==> src/pkg/lock_detect_pkg.sv <==
// Constants shared by the lock detect and monitor output select block
package lock_detect_pkg;

    // Timing: system clock rate and lock windows
    localparam int CLK_FREQ_MHZ      = 200;
    localparam int NARROW_WINDOW_NS  = 15;
    localparam int WIDE_WINDOW_NS    = 30;
    localparam int NARROW_WINDOW_CYC = (NARROW_WINDOW_NS * CLK_FREQ_MHZ) / 1000;
    localparam int WIDE_WINDOW_CYC   = (WIDE_WINDOW_NS * CLK_FREQ_MHZ) / 1000;
    localparam int LOCK_REF_CYCLES   = 4;
    localparam int ERR_W             = 8;
    localparam int GOOD_W            = 3;

    // Serial programming word
    localparam int SHIFT_W           = 18;
    localparam logic [1:0] WSEL_AUX_R  = 2'b00;
    localparam logic [1:0] WSEL_AUX_N  = 2'b01;
    localparam logic [1:0] WSEL_MAIN_R = 2'b10;
    localparam logic [1:0] WSEL_MAIN_N = 2'b11;
    localparam logic [SHIFT_W-1:0] WORD_RST = 18'h00000;

    // Field positions inside the programming words
    localparam int MON_SEL_HI       = 17;
    localparam int MON_SEL_LO       = 14;
    localparam int MAIN_POL_BIT     = 14;
    localparam int AUX_POL_BIT      = 15;

    // Monitor select codes, upper three bits of the field
    localparam logic [2:0] MON_CONST     = 3'h0;
    localparam logic [2:0] MON_MAIN_LOCK = 3'h1;
    localparam logic [2:0] MON_AUX_LOCK  = 3'h2;
    localparam logic [2:0] MON_BOTH_LOCK = 3'h3;
    localparam logic [2:0] MON_MAIN_REF  = 3'h4;
    localparam logic [2:0] MON_AUX_REF   = 3'h5;
    localparam logic [2:0] MON_MAIN_FB   = 3'h6;
    localparam logic [2:0] MON_AUX_FB    = 3'h7;

    // AXI4-Lite register map
    localparam int ADDR_W = 8;
    localparam logic [ADDR_W-1:0] OFS_STATUS  = 8'h00;
    localparam logic [ADDR_W-1:0] OFS_MASK    = 8'h04;
    localparam logic [ADDR_W-1:0] OFS_CONTROL = 8'h08;
    localparam logic [ADDR_W-1:0] OFS_STATE   = 8'h0c;
    localparam logic [ADDR_W-1:0] OFS_AUX_R   = 8'h10;
    localparam logic [ADDR_W-1:0] OFS_AUX_N   = 8'h14;
    localparam logic [ADDR_W-1:0] OFS_MAIN_R  = 8'h18;
    localparam logic [ADDR_W-1:0] OFS_MAIN_N  = 8'h1c;
    localparam logic [1:0] RESP_OKAY   = 2'h0;
    localparam logic [1:0] RESP_SLVERR = 2'h2;

    // Event bits of status and mask
    localparam int EV_W          = 5;
    localparam int EV_MAIN_LOCK  = 0;
    localparam int EV_MAIN_LOSS  = 1;
    localparam int EV_AUX_LOCK   = 2;
    localparam int EV_AUX_LOSS   = 3;
    localparam int EV_WORD_LOAD  = 4;
    localparam logic [EV_W-1:0] MASK_RST = 5'h00;

    // Control bits: loop powerdown
    localparam int CTRL_W        = 2;
    localparam int CTRL_MAIN_PD  = 0;
    localparam int CTRL_AUX_PD   = 1;
    localparam logic [CTRL_W-1:0] CTRL_RST = 2'h0;

endpackage

==> src/core/lock_detect_output_select.sv <==
// Dual loop lock detect, monitor output select and serial programming with AXI4-Lite access
// Behaviour
// [RULE1] The monitor output follows select bits 17..14 of the aux reference word; 0000 gives low, 0001 high.
// [RULE2] Select 001x gives main lock, 010x aux lock, 011x both locks ANDed, bit 14 ignored.
// [RULE3] Select 100x gives the main reference divider, 101x the aux reference divider.
// [RULE4] Select 110x gives the main feedback divider, 111x the aux feedback divider.
// [RULE5] A filter locks after four consecutive reference cycles with phase error under about 15 ns.
// [RULE6] Once locked the window widens to about 30 ns and lock drops as soon as error exceeds it.
// [RULE7] A loop in powerdown holds its lock flag low.
// [RULE8] Oscillator drive is crystal mode for constant select codes, else bit 14 picks logic (0) or crystal (1).
// [RULE9] Serial data is shifted in on each rising serial clock edge.
// [RULE10] The host sends the word most significant bit first.
// [RULE11] When locked, the detector still gives minimum width up and down pump pulses.
// [RULE12] A rising load strobe moves the 18-bit shift register into the word picked by its two low bits.
// [RULE13] Each loop's polarity bit picks positive sense at one and inverts pump direction at zero.
// [RULE14] An unlocked filter restarts its count on any reference cycle with error over the narrow window.
// [RULE15] Main and aux filters run independently on their own loop's reference cycles.
//
// The implementer's own choices: the register offsets and the AXI4-Lite register port.
`timescale 1ns/10ps
module lock_detect_output_select (
    input  wire logic                               CLK,
    input  wire logic                               RST,
    input  wire logic [lock_detect_pkg::ADDR_W-1:0] S_AXI_AWADDR,
    input  wire logic                               S_AXI_AWVALID,
    output logic                                    S_AXI_AWREADY,
    input  wire logic [31:0]                        S_AXI_WDATA,
    input  wire logic [3:0]                         S_AXI_WSTRB,
    input  wire logic                               S_AXI_WVALID,
    output logic                                    S_AXI_WREADY,
    output logic [1:0]                              S_AXI_BRESP,
    output logic                                    S_AXI_BVALID,
    input  wire logic                               S_AXI_BREADY,
    input  wire logic [lock_detect_pkg::ADDR_W-1:0] S_AXI_ARADDR,
    input  wire logic                               S_AXI_ARVALID,
    output logic                                    S_AXI_ARREADY,
    output logic [31:0]                             S_AXI_RDATA,
    output logic [1:0]                              S_AXI_RRESP,
    output logic                                    S_AXI_RVALID,
    input  wire logic                               S_AXI_RREADY,
    input  wire logic                               SERIAL_CLK,
    input  wire logic                               SERIAL_DATA,
    input  wire logic                               LOAD_STROBE,
    input  wire logic                               MAIN_REFERENCE_PHASE_INPUT,
    input  wire logic                               MAIN_FEEDBACK_PHASE_INPUT,
    input  wire logic                               AUX_REFERENCE_PHASE_INPUT,
    input  wire logic                               AUX_FEEDBACK_PHASE_INPUT,
    output logic                                    MAIN_CHARGE_PUMP_OUTPUT_UP,
    output logic                                    MAIN_CHARGE_PUMP_OUTPUT_DOWN,
    output logic                                    AUX_CHARGE_PUMP_OUTPUT_UP,
    output logic                                    AUX_CHARGE_PUMP_OUTPUT_DOWN,
    output logic                                    MONITOR_OUTPUT_SELECT,
    output logic                                    OSCILLATOR_DRIVE_PIN_CRYSTAL,
    output logic                                    IRQ
);
    import lock_detect_pkg::*;

    // Pin synchronisers: stage one feeds stage two only
    logic [6:0]         sync1_reg;
    logic [6:0]         sync2_reg;
    logic               sclk_d_reg;
    logic               strobe_d_reg;
    logic               sclk_rise;
    logic               strobe_rise;
    logic               s_data;
    logic               main_ref;
    logic               main_fb;
    logic               aux_ref;
    logic               aux_fb;

    // Programming words
    logic [SHIFT_W-1:0] shift_reg;
    logic [SHIFT_W-1:0] aux_r_reg;
    logic [SHIFT_W-1:0] aux_n_reg;
    logic [SHIFT_W-1:0] main_r_reg;
    logic [SHIFT_W-1:0] main_n_reg;
    logic [3:0]         mon_sel;

    // Loop state
    logic               main_lock;
    logic               aux_lock;
    logic               main_lock_d_reg;
    logic               aux_lock_d_reg;
    logic               mon_reg;
    logic               mon_next;
    logic               xtal_reg;
    logic               xtal_next;

    // Register file and bus state
    logic [EV_W-1:0]    status_reg;
    logic [EV_W-1:0]    status_next;
    logic [EV_W-1:0]    mask_reg;
    logic [CTRL_W-1:0]  ctrl_reg;
    logic [EV_W-1:0]    events;
    logic               aw_have_reg;
    logic [ADDR_W-1:0]  aw_addr_reg;
    logic               w_have_reg;
    logic [31:0]        w_data_reg;
    logic [3:0]         w_strb_reg;
    logic               bvalid_reg;
    logic [1:0]         bresp_reg;
    logic               rvalid_reg;
    logic [31:0]        rdata_reg;
    logic [1:0]         rresp_reg;
    logic               wr_fire;
    logic [ADDR_W-1:0]  wr_word;
    logic [ADDR_W-1:0]  rd_word;
    logic [31:0]        wmask;
    logic [31:0]        wbits;
    logic [31:0]        rd_value;
    logic               rd_ok;

    always_ff @(posedge CLK) begin
        if (RST) begin
            sync1_reg <= '0;
            sync2_reg <= '0;
        end else begin
            sync1_reg <= {AUX_FEEDBACK_PHASE_INPUT, AUX_REFERENCE_PHASE_INPUT, MAIN_FEEDBACK_PHASE_INPUT,
                          MAIN_REFERENCE_PHASE_INPUT, LOAD_STROBE, SERIAL_DATA, SERIAL_CLK};
            sync2_reg <= sync1_reg;
        end
    end

    always_ff @(posedge CLK) begin
        if (RST) begin
            sclk_d_reg   <= 1'b0;
            strobe_d_reg <= 1'b0;
        end else begin
            sclk_d_reg   <= sync2_reg[0];
            strobe_d_reg <= sync2_reg[2];
        end
    end

    assign sclk_rise   = sync2_reg[0] & ~sclk_d_reg;
    assign strobe_rise = sync2_reg[2] & ~strobe_d_reg;
    assign s_data      = sync2_reg[1];
    assign main_ref    = sync2_reg[3];
    assign main_fb     = sync2_reg[4];
    assign aux_ref     = sync2_reg[5];
    assign aux_fb      = sync2_reg[6];

    // First bit in ends up in bit 17 after eighteen shifts
    always_ff @(posedge CLK) begin
        if (RST) begin
            shift_reg <= WORD_RST;
        end else if (sclk_rise) begin
            shift_reg <= {shift_reg[SHIFT_W-2:0], s_data};  // [RULE9] [RULE10]
        end
    end

    always_ff @(posedge CLK) begin
        if (RST) begin
            aux_r_reg  <= WORD_RST;
            aux_n_reg  <= WORD_RST;
            main_r_reg <= WORD_RST;
            main_n_reg <= WORD_RST;
        end else if (strobe_rise) begin
            case (shift_reg[1:0])  // [RULE12]
                WSEL_AUX_R:  aux_r_reg  <= shift_reg;
                WSEL_AUX_N:  aux_n_reg  <= shift_reg;
                WSEL_MAIN_R: main_r_reg <= shift_reg;
                WSEL_MAIN_N: main_n_reg <= shift_reg;
                default:     aux_r_reg  <= aux_r_reg;
            endcase
        end
    end

    // Each loop filter sees only its own loop's reference and feedback edges
    loop_lock_filter u_main_filter (  // [RULE15]
        .clk       (CLK),
        .rst       (RST),
        .ref_in    (main_ref),
        .fb_in     (main_fb),
        .powerdown (ctrl_reg[CTRL_MAIN_PD]),
        .polarity  (main_r_reg[MAIN_POL_BIT]),
        .pump_up   (MAIN_CHARGE_PUMP_OUTPUT_UP),
        .pump_down (MAIN_CHARGE_PUMP_OUTPUT_DOWN),
        .lock      (main_lock)
    );

    loop_lock_filter u_aux_filter (  // [RULE15]
        .clk       (CLK),
        .rst       (RST),
        .ref_in    (aux_ref),
        .fb_in     (aux_fb),
        .powerdown (ctrl_reg[CTRL_AUX_PD]),
        .polarity  (main_r_reg[AUX_POL_BIT]),
        .pump_up   (AUX_CHARGE_PUMP_OUTPUT_UP),
        .pump_down (AUX_CHARGE_PUMP_OUTPUT_DOWN),
        .lock      (aux_lock)
    );

    assign mon_sel = aux_r_reg[MON_SEL_HI:MON_SEL_LO];

    always_comb begin
        case (mon_sel[3:1])
            MON_CONST:     mon_next = mon_sel[0];          // [RULE1]
            MON_MAIN_LOCK: mon_next = main_lock;           // [RULE2]
            MON_AUX_LOCK:  mon_next = aux_lock;            // [RULE2]
            MON_BOTH_LOCK: mon_next = main_lock & aux_lock; // [RULE2]
            MON_MAIN_REF:  mon_next = main_ref;            // [RULE3]
            MON_AUX_REF:   mon_next = aux_ref;             // [RULE3]
            MON_MAIN_FB:   mon_next = main_fb;             // [RULE4]
            MON_AUX_FB:    mon_next = aux_fb;              // [RULE4]
            default:       mon_next = 1'b0;
        endcase
        xtal_next = (mon_sel[3:1] == MON_CONST) ? 1'b1 : mon_sel[0];  // [RULE8]
    end

    always_ff @(posedge CLK) begin
        if (RST) begin
            mon_reg  <= 1'b0;
            xtal_reg <= 1'b1;
        end else begin
            mon_reg  <= mon_next;
            xtal_reg <= xtal_next;
        end
    end

    assign MONITOR_OUTPUT_SELECT        = mon_reg;
    assign OSCILLATOR_DRIVE_PIN_CRYSTAL = xtal_reg;

    // Lock edges and word loads raise sticky events
    always_ff @(posedge CLK) begin
        if (RST) begin
            main_lock_d_reg <= 1'b0;
            aux_lock_d_reg  <= 1'b0;
        end else begin
            main_lock_d_reg <= main_lock;
            aux_lock_d_reg  <= aux_lock;
        end
    end

    always_comb begin
        events               = '0;
        events[EV_MAIN_LOCK] = main_lock & ~main_lock_d_reg;
        events[EV_MAIN_LOSS] = ~main_lock & main_lock_d_reg;
        events[EV_AUX_LOCK]  = aux_lock & ~aux_lock_d_reg;
        events[EV_AUX_LOSS]  = ~aux_lock & aux_lock_d_reg;
        events[EV_WORD_LOAD] = strobe_rise;
    end

    // Write channel: address and data taken in either order, answered once both are held
    assign S_AXI_AWREADY = ~aw_have_reg & ~bvalid_reg;
    assign S_AXI_WREADY  = ~w_have_reg & ~bvalid_reg;
    assign wr_fire       = aw_have_reg & w_have_reg & ~bvalid_reg;
    assign wr_word       = {aw_addr_reg[ADDR_W-1:2], 2'b00};
    assign wmask         = {{8{w_strb_reg[3]}}, {8{w_strb_reg[2]}}, {8{w_strb_reg[1]}}, {8{w_strb_reg[0]}}};
    assign wbits         = w_data_reg & wmask;

    always_ff @(posedge CLK) begin
        if (RST) begin
            aw_have_reg <= 1'b0;
            aw_addr_reg <= '0;
        end else if (S_AXI_AWVALID && S_AXI_AWREADY) begin
            aw_have_reg <= 1'b1;
            aw_addr_reg <= S_AXI_AWADDR;
        end else if (wr_fire) begin
            aw_have_reg <= 1'b0;
        end
    end

    always_ff @(posedge CLK) begin
        if (RST) begin
            w_have_reg <= 1'b0;
            w_data_reg <= '0;
            w_strb_reg <= '0;
        end else if (S_AXI_WVALID && S_AXI_WREADY) begin
            w_have_reg <= 1'b1;
            w_data_reg <= S_AXI_WDATA;
            w_strb_reg <= S_AXI_WSTRB;
        end else if (wr_fire) begin
            w_have_reg <= 1'b0;
        end
    end

    always_ff @(posedge CLK) begin
        if (RST) begin
            bvalid_reg <= 1'b0;
            bresp_reg  <= RESP_OKAY;
        end else if (wr_fire) begin
            bvalid_reg <= 1'b1;
            bresp_reg  <= (wr_word == OFS_STATUS || wr_word == OFS_MASK || wr_word == OFS_CONTROL) ?
                          RESP_OKAY : RESP_SLVERR;
        end else if (S_AXI_BREADY) begin
            bvalid_reg <= 1'b0;
        end
    end

    assign S_AXI_BVALID = bvalid_reg;
    assign S_AXI_BRESP  = bresp_reg;

    always_ff @(posedge CLK) begin
        if (RST) begin
            mask_reg <= MASK_RST;
            ctrl_reg <= CTRL_RST;
        end else if (wr_fire) begin
            if (wr_word == OFS_MASK) begin
                mask_reg <= (mask_reg & ~wmask[EV_W-1:0]) | wbits[EV_W-1:0];
            end
            if (wr_word == OFS_CONTROL) begin
                ctrl_reg <= (ctrl_reg & ~wmask[CTRL_W-1:0]) | wbits[CTRL_W-1:0];
            end
        end
    end

    // Write one clears; a same-cycle event still sets
    always_comb begin
        status_next = status_reg;
        if (wr_fire && wr_word == OFS_STATUS) begin
            status_next = status_reg & ~wbits[EV_W-1:0];
        end
        status_next = status_next | events;
    end

    always_ff @(posedge CLK) begin
        if (RST) begin
            status_reg <= '0;
        end else begin
            status_reg <= status_next;
        end
    end

    assign IRQ = |(status_reg & mask_reg);

    // Read channel
    assign S_AXI_ARREADY = ~rvalid_reg;
    assign rd_word       = {S_AXI_ARADDR[ADDR_W-1:2], 2'b00};

    always_comb begin
        rd_ok    = 1'b1;
        rd_value = '0;
        case (rd_word)
            OFS_STATUS:  rd_value[EV_W-1:0]    = status_reg;
            OFS_MASK:    rd_value[EV_W-1:0]    = mask_reg;
            OFS_CONTROL: rd_value[CTRL_W-1:0]  = ctrl_reg;
            OFS_STATE:   rd_value[3:0]         = {xtal_reg, mon_reg, aux_lock, main_lock};
            OFS_AUX_R:   rd_value[SHIFT_W-1:0] = aux_r_reg;
            OFS_AUX_N:   rd_value[SHIFT_W-1:0] = aux_n_reg;
            OFS_MAIN_R:  rd_value[SHIFT_W-1:0] = main_r_reg;
            OFS_MAIN_N:  rd_value[SHIFT_W-1:0] = main_n_reg;
            default:     rd_ok                 = 1'b0;
        endcase
    end

    always_ff @(posedge CLK) begin
        if (RST) begin
            rvalid_reg <= 1'b0;
            rdata_reg  <= '0;
            rresp_reg  <= RESP_OKAY;
        end else if (S_AXI_ARVALID && S_AXI_ARREADY) begin
            rvalid_reg <= 1'b1;
            rdata_reg  <= rd_value;
            rresp_reg  <= rd_ok ? RESP_OKAY : RESP_SLVERR;
        end else if (S_AXI_RREADY) begin
            rvalid_reg <= 1'b0;
        end
    end

    assign S_AXI_RVALID = rvalid_reg;
    assign S_AXI_RDATA  = rdata_reg;
    assign S_AXI_RRESP  = rresp_reg;

endmodule // lock_detect_output_select

==> src/core/loop_lock_filter.sv <==
// Phase detector with minimum width pump pulses and digital lock filter for one loop
`timescale 1ns/10ps
module loop_lock_filter (
    input  wire logic clk,
    input  wire logic rst,
    input  wire logic ref_in,
    input  wire logic fb_in,
    input  wire logic powerdown,
    input  wire logic polarity,
    output logic      pump_up,
    output logic      pump_down,
    output logic      lock
);
    import lock_detect_pkg::*;

    logic              ref_d_reg;
    logic              fb_d_reg;
    logic              up_reg;
    logic              dn_reg;
    logic [ERR_W-1:0]  err_reg;
    logic [GOOD_W-1:0] good_reg;
    logic              lock_reg;
    logic              pu_reg;
    logic              pd_reg;
    logic              ref_rise;
    logic              fb_rise;
    logic              both;

    assign ref_rise = ref_in & ~ref_d_reg;
    assign fb_rise  = fb_in & ~fb_d_reg;
    assign both     = up_reg & dn_reg;

    always_ff @(posedge clk) begin
        ref_d_reg <= rst ? 1'b0 : ref_in;
        fb_d_reg  <= rst ? 1'b0 : fb_in;
    end

    // Both sides set clears the pair next cycle, so aligned edges give one-cycle pulses
    always_ff @(posedge clk) begin
        if (rst || powerdown || both) begin
            up_reg <= 1'b0;
            dn_reg <= 1'b0;
        end else begin
            up_reg <= up_reg | ref_rise;  // [RULE11]
            dn_reg <= dn_reg | fb_rise;   // [RULE11]
        end
    end

    always_ff @(posedge clk) begin
        if (rst || powerdown) begin
            pu_reg <= 1'b0;
            pd_reg <= 1'b0;
        end else begin
            pu_reg <= polarity ? up_reg : dn_reg;  // [RULE13]
            pd_reg <= polarity ? dn_reg : up_reg;  // [RULE13]
        end
    end

    // Phase error in clock cycles between the two edges
    always_ff @(posedge clk) begin
        if (rst || powerdown || both) begin
            err_reg <= '0;
        end else if ((up_reg ^ dn_reg) && (err_reg != {ERR_W{1'b1}})) begin
            err_reg <= err_reg + 1'b1;
        end
    end

    always_ff @(posedge clk) begin
        if (rst || powerdown) begin
            good_reg <= '0;
            lock_reg <= 1'b0;  // [RULE7]
        end else if (lock_reg) begin
            if (err_reg > ERR_W'(WIDE_WINDOW_CYC)) begin
                lock_reg <= 1'b0;  // [RULE6]
                good_reg <= '0;
            end
        end else if (err_reg >= ERR_W'(NARROW_WINDOW_CYC)) begin
            good_reg <= '0;  // [RULE14]
        end else if (both) begin
            if (good_reg == GOOD_W'(LOCK_REF_CYCLES - 1)) begin
                lock_reg <= 1'b1;  // [RULE5]
            end
            good_reg <= good_reg + 1'b1;  // [RULE5]
        end
    end

    assign pump_up   = pu_reg;
    assign pump_down = pd_reg;
    assign lock      = lock_reg;

endmodule // loop_lock_filter

==> config.mk <==
export PLATFORM = sky130hd
export DESIGN_NAME = lock_detect_output_select
export DESIGN_NICKNAME = d
export VERILOG_FILES = /design/src/pkg/lock_detect_pkg.sv /design/src/core/lock_detect_output_select.sv /design/src/core/loop_lock_filter.sv
export SDC_FILE = /design/constraint.sdc
export NUM_CORES = 1
export LEC_CHECK = 0
export BUFFER_PORTS_ARGS = -buffer_cell sky130_fd_sc_hd__buf_2
export CAP_MARGIN = 20
export CORE_ASPECT_RATIO = 2
export CORE_MARGIN = 4
export CORE_UTILIZATION = 46
export DETAILED_ROUTE_END_ITERATION = 10
export PLACE_DENSITY = 0.69
export SLEW_MARGIN = 10
export SYNTH_ARGS = -nofsm -noshare
export SYNTH_HDL_FRONTEND = slang
export SYNTH_SLANG_ARGS = --single-unit
==> constraint.sdc <==
create_clock -name CLK -period 2.05 [get_ports CLK]
set_clock_uncertainty 0.2 [all_clocks]
set_input_delay 0.205 -clock CLK [delete_from_list [all_inputs] [get_ports CLK]]
set_output_delay 0.205 -clock CLK [all_outputs]
set_load 0.02 [all_outputs]
==> flow_metrics.tcl, run 1 <==
set metrics [dict create \
    powerDensity_nw_per_um2 796 \
    synth.area.top_cells "dfxtp_1 (49%), nand2_1 (8.3%), a21oi_1 (7.4%)" \
    clk_latency_ns 0.43 \
    r2r-start "u_aux_filter.err_reg[3]" \
    drtIter0Drc 386 \
    run_status "finished clean" \
    critPathRequiredTime_ns 2.22 \
    cts_tree "yes" \
    rows 67 \
    ioPinCount 114 \
    portBuffers 63 \
    dpl.hpwl_um 13800 \
    grt_max_degree 67 \
    synth_cells 945 \
    track_usage_pct 21.4 \
    whs_ns 0.0874 \
    yosys_most_used_dff "dfxtp_1" \
    cellLeakagePower_uw 0.00354 \
    via_per_inst 5.50 \
    synth_cell_type_count 60 \
    finalSetupViolations 0 \
    synth_top_area_share_pct 48.9 \
    worstPathCellList "or4_4 -> or2_4 -> or4_4 -> a21oi_2" \
    grt_overflow_total 0 \
    max_clock_freq_ghz 0.494 \
    hold_path.class "input pin to flop" \
    cp-end-kind "flop" \
    drv_cap 0 \
    clk_path_buf_depth 2 \
    synth_top_area_cell "dfxtp_1" \
    syn_area_um2 7940 \
    seqCellArea_um2 3890 \
    drc_errors 0 \
    worst-setup-path-type "flop to flop" \
    hold_start "S_AXI_ARADDR[6]" \
    rsz0062_at_grt "true" \
    drtPass1Iterations 5 \
    cpMaxStageDelayCell "or4_4" \
    n_fill_cell 1548 \
    crit_fanout 4 \
    worst_slack_ns 0.0242 \
    avgSynthCellArea_um2 8.40 \
    reg2reg_slack_ns 0.02 \
    fp.dieW_um 101 \
    relSlewSlack_pct 38.8 \
    multi_input_area_um2 3770 \
    start_util_pct 47.1 \
    async_flop_share_pct 0 \
    wl_per_cell_um 16.3 \
    die_height_um 194 \
    ys_top_cells_by_count "dfxtp_1 (194), nand2_1 (176), a21oi_1 (117)" \
    antennaDiodeCount 0 \
    layout-drive-gt1-share_pct 16.7 \
    antenna_found_initial 0 \
    r2r_end "u_aux_filter.good_reg[1]" \
    grt_pass1_vias 6817 \
    root_buffer "clkbuf_16" \
    worst_ep_arrival_time_ns 2.20 \
    hold_path_depth 5 \
    ys.warnings.count 0 \
    ir_drop_mv 0.584 \
    ant_nets 0 \
    cpPeakStageDelay_ns 0.53 \
    gp_congestion 0.823 \
    startpoint_type "flop" \
    yosysSeqAreaShare_pct 48.9 \
    clk_pin_slew_ns 0.07 \
    dieArea_um2 19500 \
    cts_sinks 194 \
    cts_buffers 17 \
    synth_edf_count 0 \
    worst_pin_slew_ns 0.915 \
    coreArea_um2 16800 \
    pre_cts_slack_ns 0.0194 \
    area_growth_pct 20.8 \
    period_share_pct 98.8 \
    grt_first_pass_wirelength_um 33500 \
    synth_seq_cells 194 \
    post-route-min-period_ns 2.03 \
    min_to "S_AXI_RDATA[0]" \
    nets 1119 \
    yosysMostFrequentCell "dfxtp_1" \
    cts_max_level 4 \
    via_count 6946 \
    crit_top_cell "or4_4" \
    r2r_cells 4 \
    wirelength_um 20600 \
    maxSlewViolCount 0 \
    final_hold_viol_count 0 \
]
[worst max-delay path: cells and delay by family (launching register included)]
family / cells / cell delay [ns]
AO/OA/AOI/OAI: 1 / 0.13
flip-flops: 1 / 0.33
AND/OR/NAND/NOR: 3 / 1.30
[repair_timing]
| action | CTS | global route |
|---|---|---|
| hold buffers | 29 | 0 |
| hold endpoints to repair | 24 | 0 |
| setup endpoints to repair | 1 | 23 |
| resized for setup | 1 | 20 |
| buffers inserted | 0 | 2 |
| pin swaps | 0 | 2 |
[metal layers]
layer	GRT usage [%]	wire length (um)
met5	0	0
met4	10.5	823
met3	3.46	841
met2	40.2	11400
met1	22.0	7490
[through the flow]
step	instances	setup TNS [ns]	util (%)	instance area, um^2	total power [uW]
floorplan	960	0	-	7990	4270
detailed placement	1200	0	51.3	8640	4440
CTS	1261	0	56.4	9500	7650
global route	1263	-0.0299	56.9	9590	7880
finish	1263	0	56.9	9590	7630
global placement	1200	0	51.3	8640	4430
[worst max-delay path by stage]
stage / start / to / slack, ns / cells after the start
3_3_place_gp: aw_addr_reg[7] / status_reg[2] / 0.03 / 4
3_5_place_dp: u_aux_filter.err_reg[3] / u_aux_filter.good_reg[1] / 0.02 / 4
6_report: u_aux_filter.err_reg[3] / u_aux_filter.good_reg[1] / 0.02 / 4
4_1_cts: aw_addr_reg[7] / flop / 0.009 / 6
2_1_floorplan: aw_addr_reg[7] / status_reg[2] / 0.06 / 4
5_1_grt: u_aux_filter.err_reg[3] / u_aux_filter.good_reg[1] / -0.01 / 4
[power by group]
| part | internal, uW | switching [uW] |
|---|---|---|
| sequential | 3830 | 43.4 |
| clock | 1620 | 1580 |
| combinational | 229 | 328 |
[layout make-up]
type / count / area share, %
multi-input cells: 670 / 39.3
clock buffers: 18 / 4.48
repair buffers: 139 / 10.8
well taps: 207 / 2.70
flip-flops and latches: 194 / 40.5
inverters: 21 / 0.822
clock inverters: 14 / 1.42
[cells in the final DEF (no fill, tap or decap), drive strengths merged, types with 13 or more instances in the layout]
cell         instances
dfxtp              194
nand2              176
a21oi              117
buf                110
nor2                68
nand3               66
inv                 30
nor2b               29
dlygate4sd3         29
mux2i               22
clkbuf              18
nand4               16
conb                16
a22o                13
[logic make-up (layout without fill, tap and decap cells)]
group / count (synthesis) / after routing / share of synthesized area [%]
AOI/OAI and AO/OA: 177 / 177 / 13.2
xor gates and xnor gates: 7 / 7 / 0.772
adders and majority gates: 10 / 10 / 1.58
buffers and inverters: 96 / 192 / 5.33
DFF: 194 / 194 / 48.9
muxes: 26 / 26 / 3.63
other: 1 / 16 / 0.0472
and+or+nand+nor: 434 / 434 / 26.5
(Power assumes the default switching activity.)
==> run 2, diff against run 1 <==
--- a/config.mk
+++ b/config.mk
@@ -5,6 +5,7 @@
 export SDC_FILE = /design/constraint.sdc
 export NUM_CORES = 1
 export LEC_CHECK = 0
+export ABC_AREA = 1
 export BUFFER_PORTS_ARGS = -buffer_cell sky130_fd_sc_hd__buf_2
 export CAP_MARGIN = 20
 export CORE_ASPECT_RATIO = 2
==> flow_metrics.tcl, run 2 <==
set metrics [dict create \
    ys_top_cells_by_count "nor2_1 (255), dfxtp_1 (194), nand2_1 (181)" \
    layout-drive-gt1-share_pct 13.2 \
    maxSlewViolCount 0 \
    cts_resized 0 \
    multi_input_area_um2 3530 \
    area_growth_pct 17.0 \
    portBuffers 63 \
    run_status "finished clean" \
    n_fill_cell 1693 \
    coreArea_um2 17300 \
    root_buffer "clkbuf_16" \
    wl_met2_um 10700 \
    grt_pass1_vias 6653 \
    clk_path_buf_depth 2 \
    cellLeakagePower_uw 0.00398 \
    cts_max_level 4 \
    drc_errors 0 \
    critPathRequiredTime_ns 2.22 \
    fin_area_um2 9420 \
    drtPass1Iterations 7 \
    clk_latency_ns 0.43 \
    synth.area.top_cells "dfxtp_1 (48%), nor2_1 (12%), nand2_1 (8.4%)" \
    hold_path_depth 3 \
    syn_area_um2 8050 \
    synth_cells 1095 \
    die_height_um 195 \
    r2r_cells 10 \
    synth_seq_cells 194 \
    grt_first_pass_wirelength_um 31500 \
    powerDensity_nw_per_um2 824 \
    relSlewSlack_pct 65.9 \
    final_cell_mix "nor2_1 (255), dfxtp_1 (194), nand2_1 (181)" \
    seqCellArea_um2 3880 \
    ioPinCount 114 \
    period_share_pct 91.2 \
    rows 68 \
    final_common_cell "nor2_1" \
    startpoint_type "input pin" \
    antennaDiodeCount 0 \
    clk_pin_slew_ns 0.07 \
    drv_cap 0 \
    rsz0062_at_grt "false" \
    fp.dieW_um 102 \
    maxUsedRoutingLayer "met4" \
    async_flop_share_pct 0 \
    finalSetupViolations 0 \
    wl_per_cell_um 13.6 \
    wirelength_um 19100 \
    wl_met1_um 7320 \
    ant_nets 0 \
    gp_congestion 0.829 \
    setup-tns-final_ns 0 \
    ys.warnings.count 0 \
    worst-setup-path-type "input pin to flop" \
    dieArea_um2 19800 \
    cts_buffers 17 \
    cp-end-kind "flop" \
    cts_tree "yes" \
    yosysSeqAreaShare_pct 48.2 \
    yosys_most_used_dff "dfxtp_1" \
    wl_met3_um 575 \
    avgSynthCellArea_um2 7.35 \
    synth_cell_type_count 34 \
    max_clock_freq_ghz 0.535 \
    start_util_pct 46.6 \
    worst_ep_arrival_time_ns 2.04 \
    synth_top_area_share_pct 48.2 \
    post-route-min-period_ns 1.87 \
    drtIter0Drc 379 \
    ir_drop_mv 0.565 \
    synth_top_area_cell "dfxtp_1" \
    final_hold_viol_count 0 \
    dpl.hpwl_um 13700 \
    yosysMostFrequentCell "nor2_1" \
    via_per_inst 4.97 \
    via_count 7003 \
    grt_max_degree 55 \
    synth_edf_count 0 \
    worst_pin_slew_ns 0.508 \
    crit_fanout 14 \
    hold_path.class "input pin to flop" \
    cts_sinks 194 \
    track_usage_pct 20.0 \
    grt_overflow_total 0 \
    nets 1264 \
    antenna_found_initial 0 \
    post_dp_cell_area_um2 8580 \
    whs_ns 0.0444 \
]
## run 2: changes by cell type in the layout (fill, tap and decap cells not counted), sizes merged, moves of 22 or more
| cell | delta |
|---|---|
| nor2b | -29 |
| mux2i | -22 |
| inv | +68 |
| nor2 | +197 |
| o21ai | +104 |
| a21oi | -52 |
## run 2: per-stage QoR
stage | util [%] | power, uW | cells | setup WS (ns)
floorplan | - | 4430 | 1110 | 0.417
global placement | 49.7 | 4580 | 1351 | 0.277
detailed placement | 49.7 | 4590 | 1351 | 0.257
CTS | 54.4 | 7830 | 1406 | 0.162
global route | 54.5 | 8030 | 1410 | 0.00378
finish | 54.5 | 7760 | 1410 | 0.181
## run 2: routing by layer
metal	vias to the layer above	track usage [%]
li1	3670	-
met1	3182	20.7
met2	124	38.4
met3	27	3.04
met4	0	8.48
met5	-	0
## run 2: layout make-up
cell class / count / area share, %
clock buffers: 20 / 4.74
clock inverters: 11 / 1.26
inverters: 95 / 3.79
multi-input cells: 761 / 37.5
flip-flops and latches: 194 / 41.2
well taps: 210 / 2.79
repair buffers: 119 / 8.71
## run 2: path summary, 6_finish.rpt
check                                start                  endpoint  slack, ns
hold / removal               S_AXI_AWVALID            aw_addr_reg[3]       0.04
setup / recovery                       RST   u_aux_filter.err_reg[7]       0.18
hold reg to reg               sync1_reg[2]              sync2_reg[2]       0.20
setup reg to reg  u_main_filter.err_reg[1]  u_main_filter.err_reg[4]       0.24
## run 2: where the power goes
group / internal (uW) / switching [uW]
Clock: 1730 / 1480
Combinational: 204 / 390
Sequential: 3880 / 72.4
## run 2: critical path, stage by stage
cell and delay [ns]:
dlygate4sd3_1 0.53, buf_2 0.22, nor2_1 0.17, inv_1 0.15, nor2_1 0.42, inv_1 0.19, a21oi_1 0.14
## run 2: kinds of logic (layout without fill, tap and decap cells)
family / count (synthesis) / in the layout / share of synthesized area, %
adders and majority gates: 10 / 10 / 1.55
AOI/OAI and AO/OA: 194 / 194 / 13.0
DFF: 194 / 194 / 48.2
buffers and inverters: 155 / 245 / 8.62
xor gates and xnor gates: 3 / 3 / 0.326
other: 1 / 16 / 0.0466
and+or+nand+nor: 538 / 538 / 28.2
## run 2: timing repair
item                                    CTS  global route
endpoints found under the setup margin    0             3
setup buffers                             0             4
hold endpoints to repair                 31             0
hold buffers                             24             0
==> run 3, diff against run 2 <==
--- a/config.mk
+++ b/config.mk
@@ -8,11 +8,15 @@
 export ABC_AREA = 1
 export BUFFER_PORTS_ARGS = -buffer_cell sky130_fd_sc_hd__buf_2
 export CAP_MARGIN = 20
+export CELL_PAD_IN_SITES_DETAIL_PLACEMENT = 0
+export CELL_PAD_IN_SITES_GLOBAL_PLACEMENT = 2
 export CORE_ASPECT_RATIO = 2
 export CORE_MARGIN = 4
-export CORE_UTILIZATION = 46
+export CORE_UTILIZATION = 29
 export DETAILED_ROUTE_END_ITERATION = 10
-export PLACE_DENSITY = 0.69
+export PLACE_DENSITY_LB_ADDON = 0.1
+export REMOVE_ABC_BUFFERS = 1
+export SKIP_CTS_REPAIR_TIMING = 1
 export SLEW_MARGIN = 10
 export SYNTH_ARGS = -nofsm -noshare
 export SYNTH_HDL_FRONTEND = slang
==> flow_metrics.tcl, run 3 (synthesis results as in run 2) <==
set metrics [dict create \
    drtIter0Drc 312 \
    cts_max_level 4 \
    n_fill_cell 3049 \
    worst_slack_ns 0.184 \
    wirelength_um 24100 \
    area_growth_pct 21.9 \
    coreArea_um2 27400 \
    cp-endpoint "S_AXI_RRESP[1]" \
    antenna_found_initial 0 \
    via_count 6978 \
    ioPinCount 114 \
    drtPass1Iterations 5 \
    final_common_cell "nor2_1" \
    r2r_end "S_AXI_RRESP[1]" \
    final_cell_mix "nor2_1 (255), dfxtp_1 (194), nand2_1 (181)" \
    cts_buffers 17 \
    clk_pin_slew_ns 0.07 \
    ant_nets 0 \
    cellLeakagePower_uw 0.00408 \
    setup-tns-final_ns 0 \
    worst_pin_slew_ns 0.766 \
    critical_path.startpoint "S_AXI_RVALID" \
    grt_max_degree 24 \
    clk_path_buf_depth 2 \
    cts_sinks 194 \
    die_height_um 244 \
    relSlewSlack_pct 48.6 \
    startpoint_type "flop" \
    gp_congestion 0.769 \
    max_clock_freq_ghz 0.536 \
    grt_first_pass_wirelength_um 38200 \
    final_hold_viol_count 0 \
    maxSlewViolCount 0 \
    r2r_cells 7 \
    layout-drive-gt1-share_pct 14.3 \
    worst_ep_arrival_time_ns 2.06 \
    fin_area_um2 9810 \
    wl_per_cell_um 15.4 \
    dieArea_um2 30700 \
    portBuffers 63 \
    hold_path.class "input pin to flop" \
    nets 1278 \
    rows 86 \
    antennaDiodeCount 0 \
    root_buffer "clkbuf_16" \
    fp.dieW_um 126 \
    finalPower_uw 8070 \
    run_status "finished clean" \
    period_share_pct 91.0 \
    post-route-min-period_ns 1.87 \
    cp-end-kind "flop" \
    ir_drop_mv 0.586 \
    worst-setup-path-type "flop to flop" \
    rsz0062_at_grt "false" \
    powerDensity_nw_per_um2 823 \
    r2r-start "S_AXI_RVALID" \
    post_dp_cell_area_um2 8970 \
    critPathRequiredTime_ns 2.24 \
    cts_tree "yes" \
    start_util_pct 29.3 \
    crit_fanout 22 \
    finalSetupViolations 0 \
    track_usage_pct 16.2 \
    pre_cts_slack_ns 0.137 \
    grt_overflow_total 0 \
    clk_latency_ns 0.45 \
    drv_cap 0 \
    drc_errors 0 \
    dpl.hpwl_um 17700 \
    grt_pass1_vias 6925 \
    reg2reg_slack_ns 0.18 \
    via_per_inst 4.46 \
]
[run 3: power breakdown]
group	internal (uW)	switching (uW)
sequential	3880	74.9
combinational	232	415
clock	1940	1530
[run 3: per-stage QoR]
stage               utilization (%)  instances  hold slack, ns
finish                         35.8       1566          0.0448
floorplan                         -       1050          0.0674
global placement               32.7       1511           0.194
global route                   35.8       1566          0.0747
detailed placement             32.7       1511           0.195
CTS                            34.9       1542          -0.276
[run 3: final cells by class]
type / instances / area (um^2) / area share, %
multi-input combinational: 761 / 3530 / 36.0
clock buffer: 18 / 439 / 4.48
timing repair buffer: 133 / 1000 / 10.2
tap: 352 / 440 / 4.49
sequential: 194 / 3880 / 39.6
clock inverter: 13 / 161 / 1.64
inverter: 95 / 357 / 3.63
[run 3: how the worst min path moves through the flow]
stage | endpoint | cells after the start | slack (ns) | startpoint
floorplan | S_AXI_RDATA[10] | 1 | 0.07 | RST
global placement | sync2_reg[1] | 2 | 0.19 | sync1_reg[1]
detailed placement | sync2_reg[3] | 2 | 0.20 | sync1_reg[3]
CTS | sync1_reg[3] | 3 | -0.28 | MAIN_REFERENCE_PHASE_INPUT
global route | aw_addr_reg[3] | 3 | 0.07 | S_AXI_AWVALID
finish | u_aux_filter.good_reg[0] | 4 | 0.04 | RST
[run 3: routing by layer]
layer	GRT usage (%)	vias up	wire length [um]
li1	-	3700	-
met4	5.69	0	411
met5	0	-	0
met1	16.9	3179	9260
met3	2.96	22	609
met2	31.8	77	13900
[run 3: critical path, stage by stage (launching register included)]
cell and delay [ns]:
dfxtp_1 0.31, inv_1 0.08, nand2_1 0.07, inv_1 0.05
buf_4 0.29, o21ai_0 0.12, a31oi_1 0.13, dlygate4sd3_1 0.55
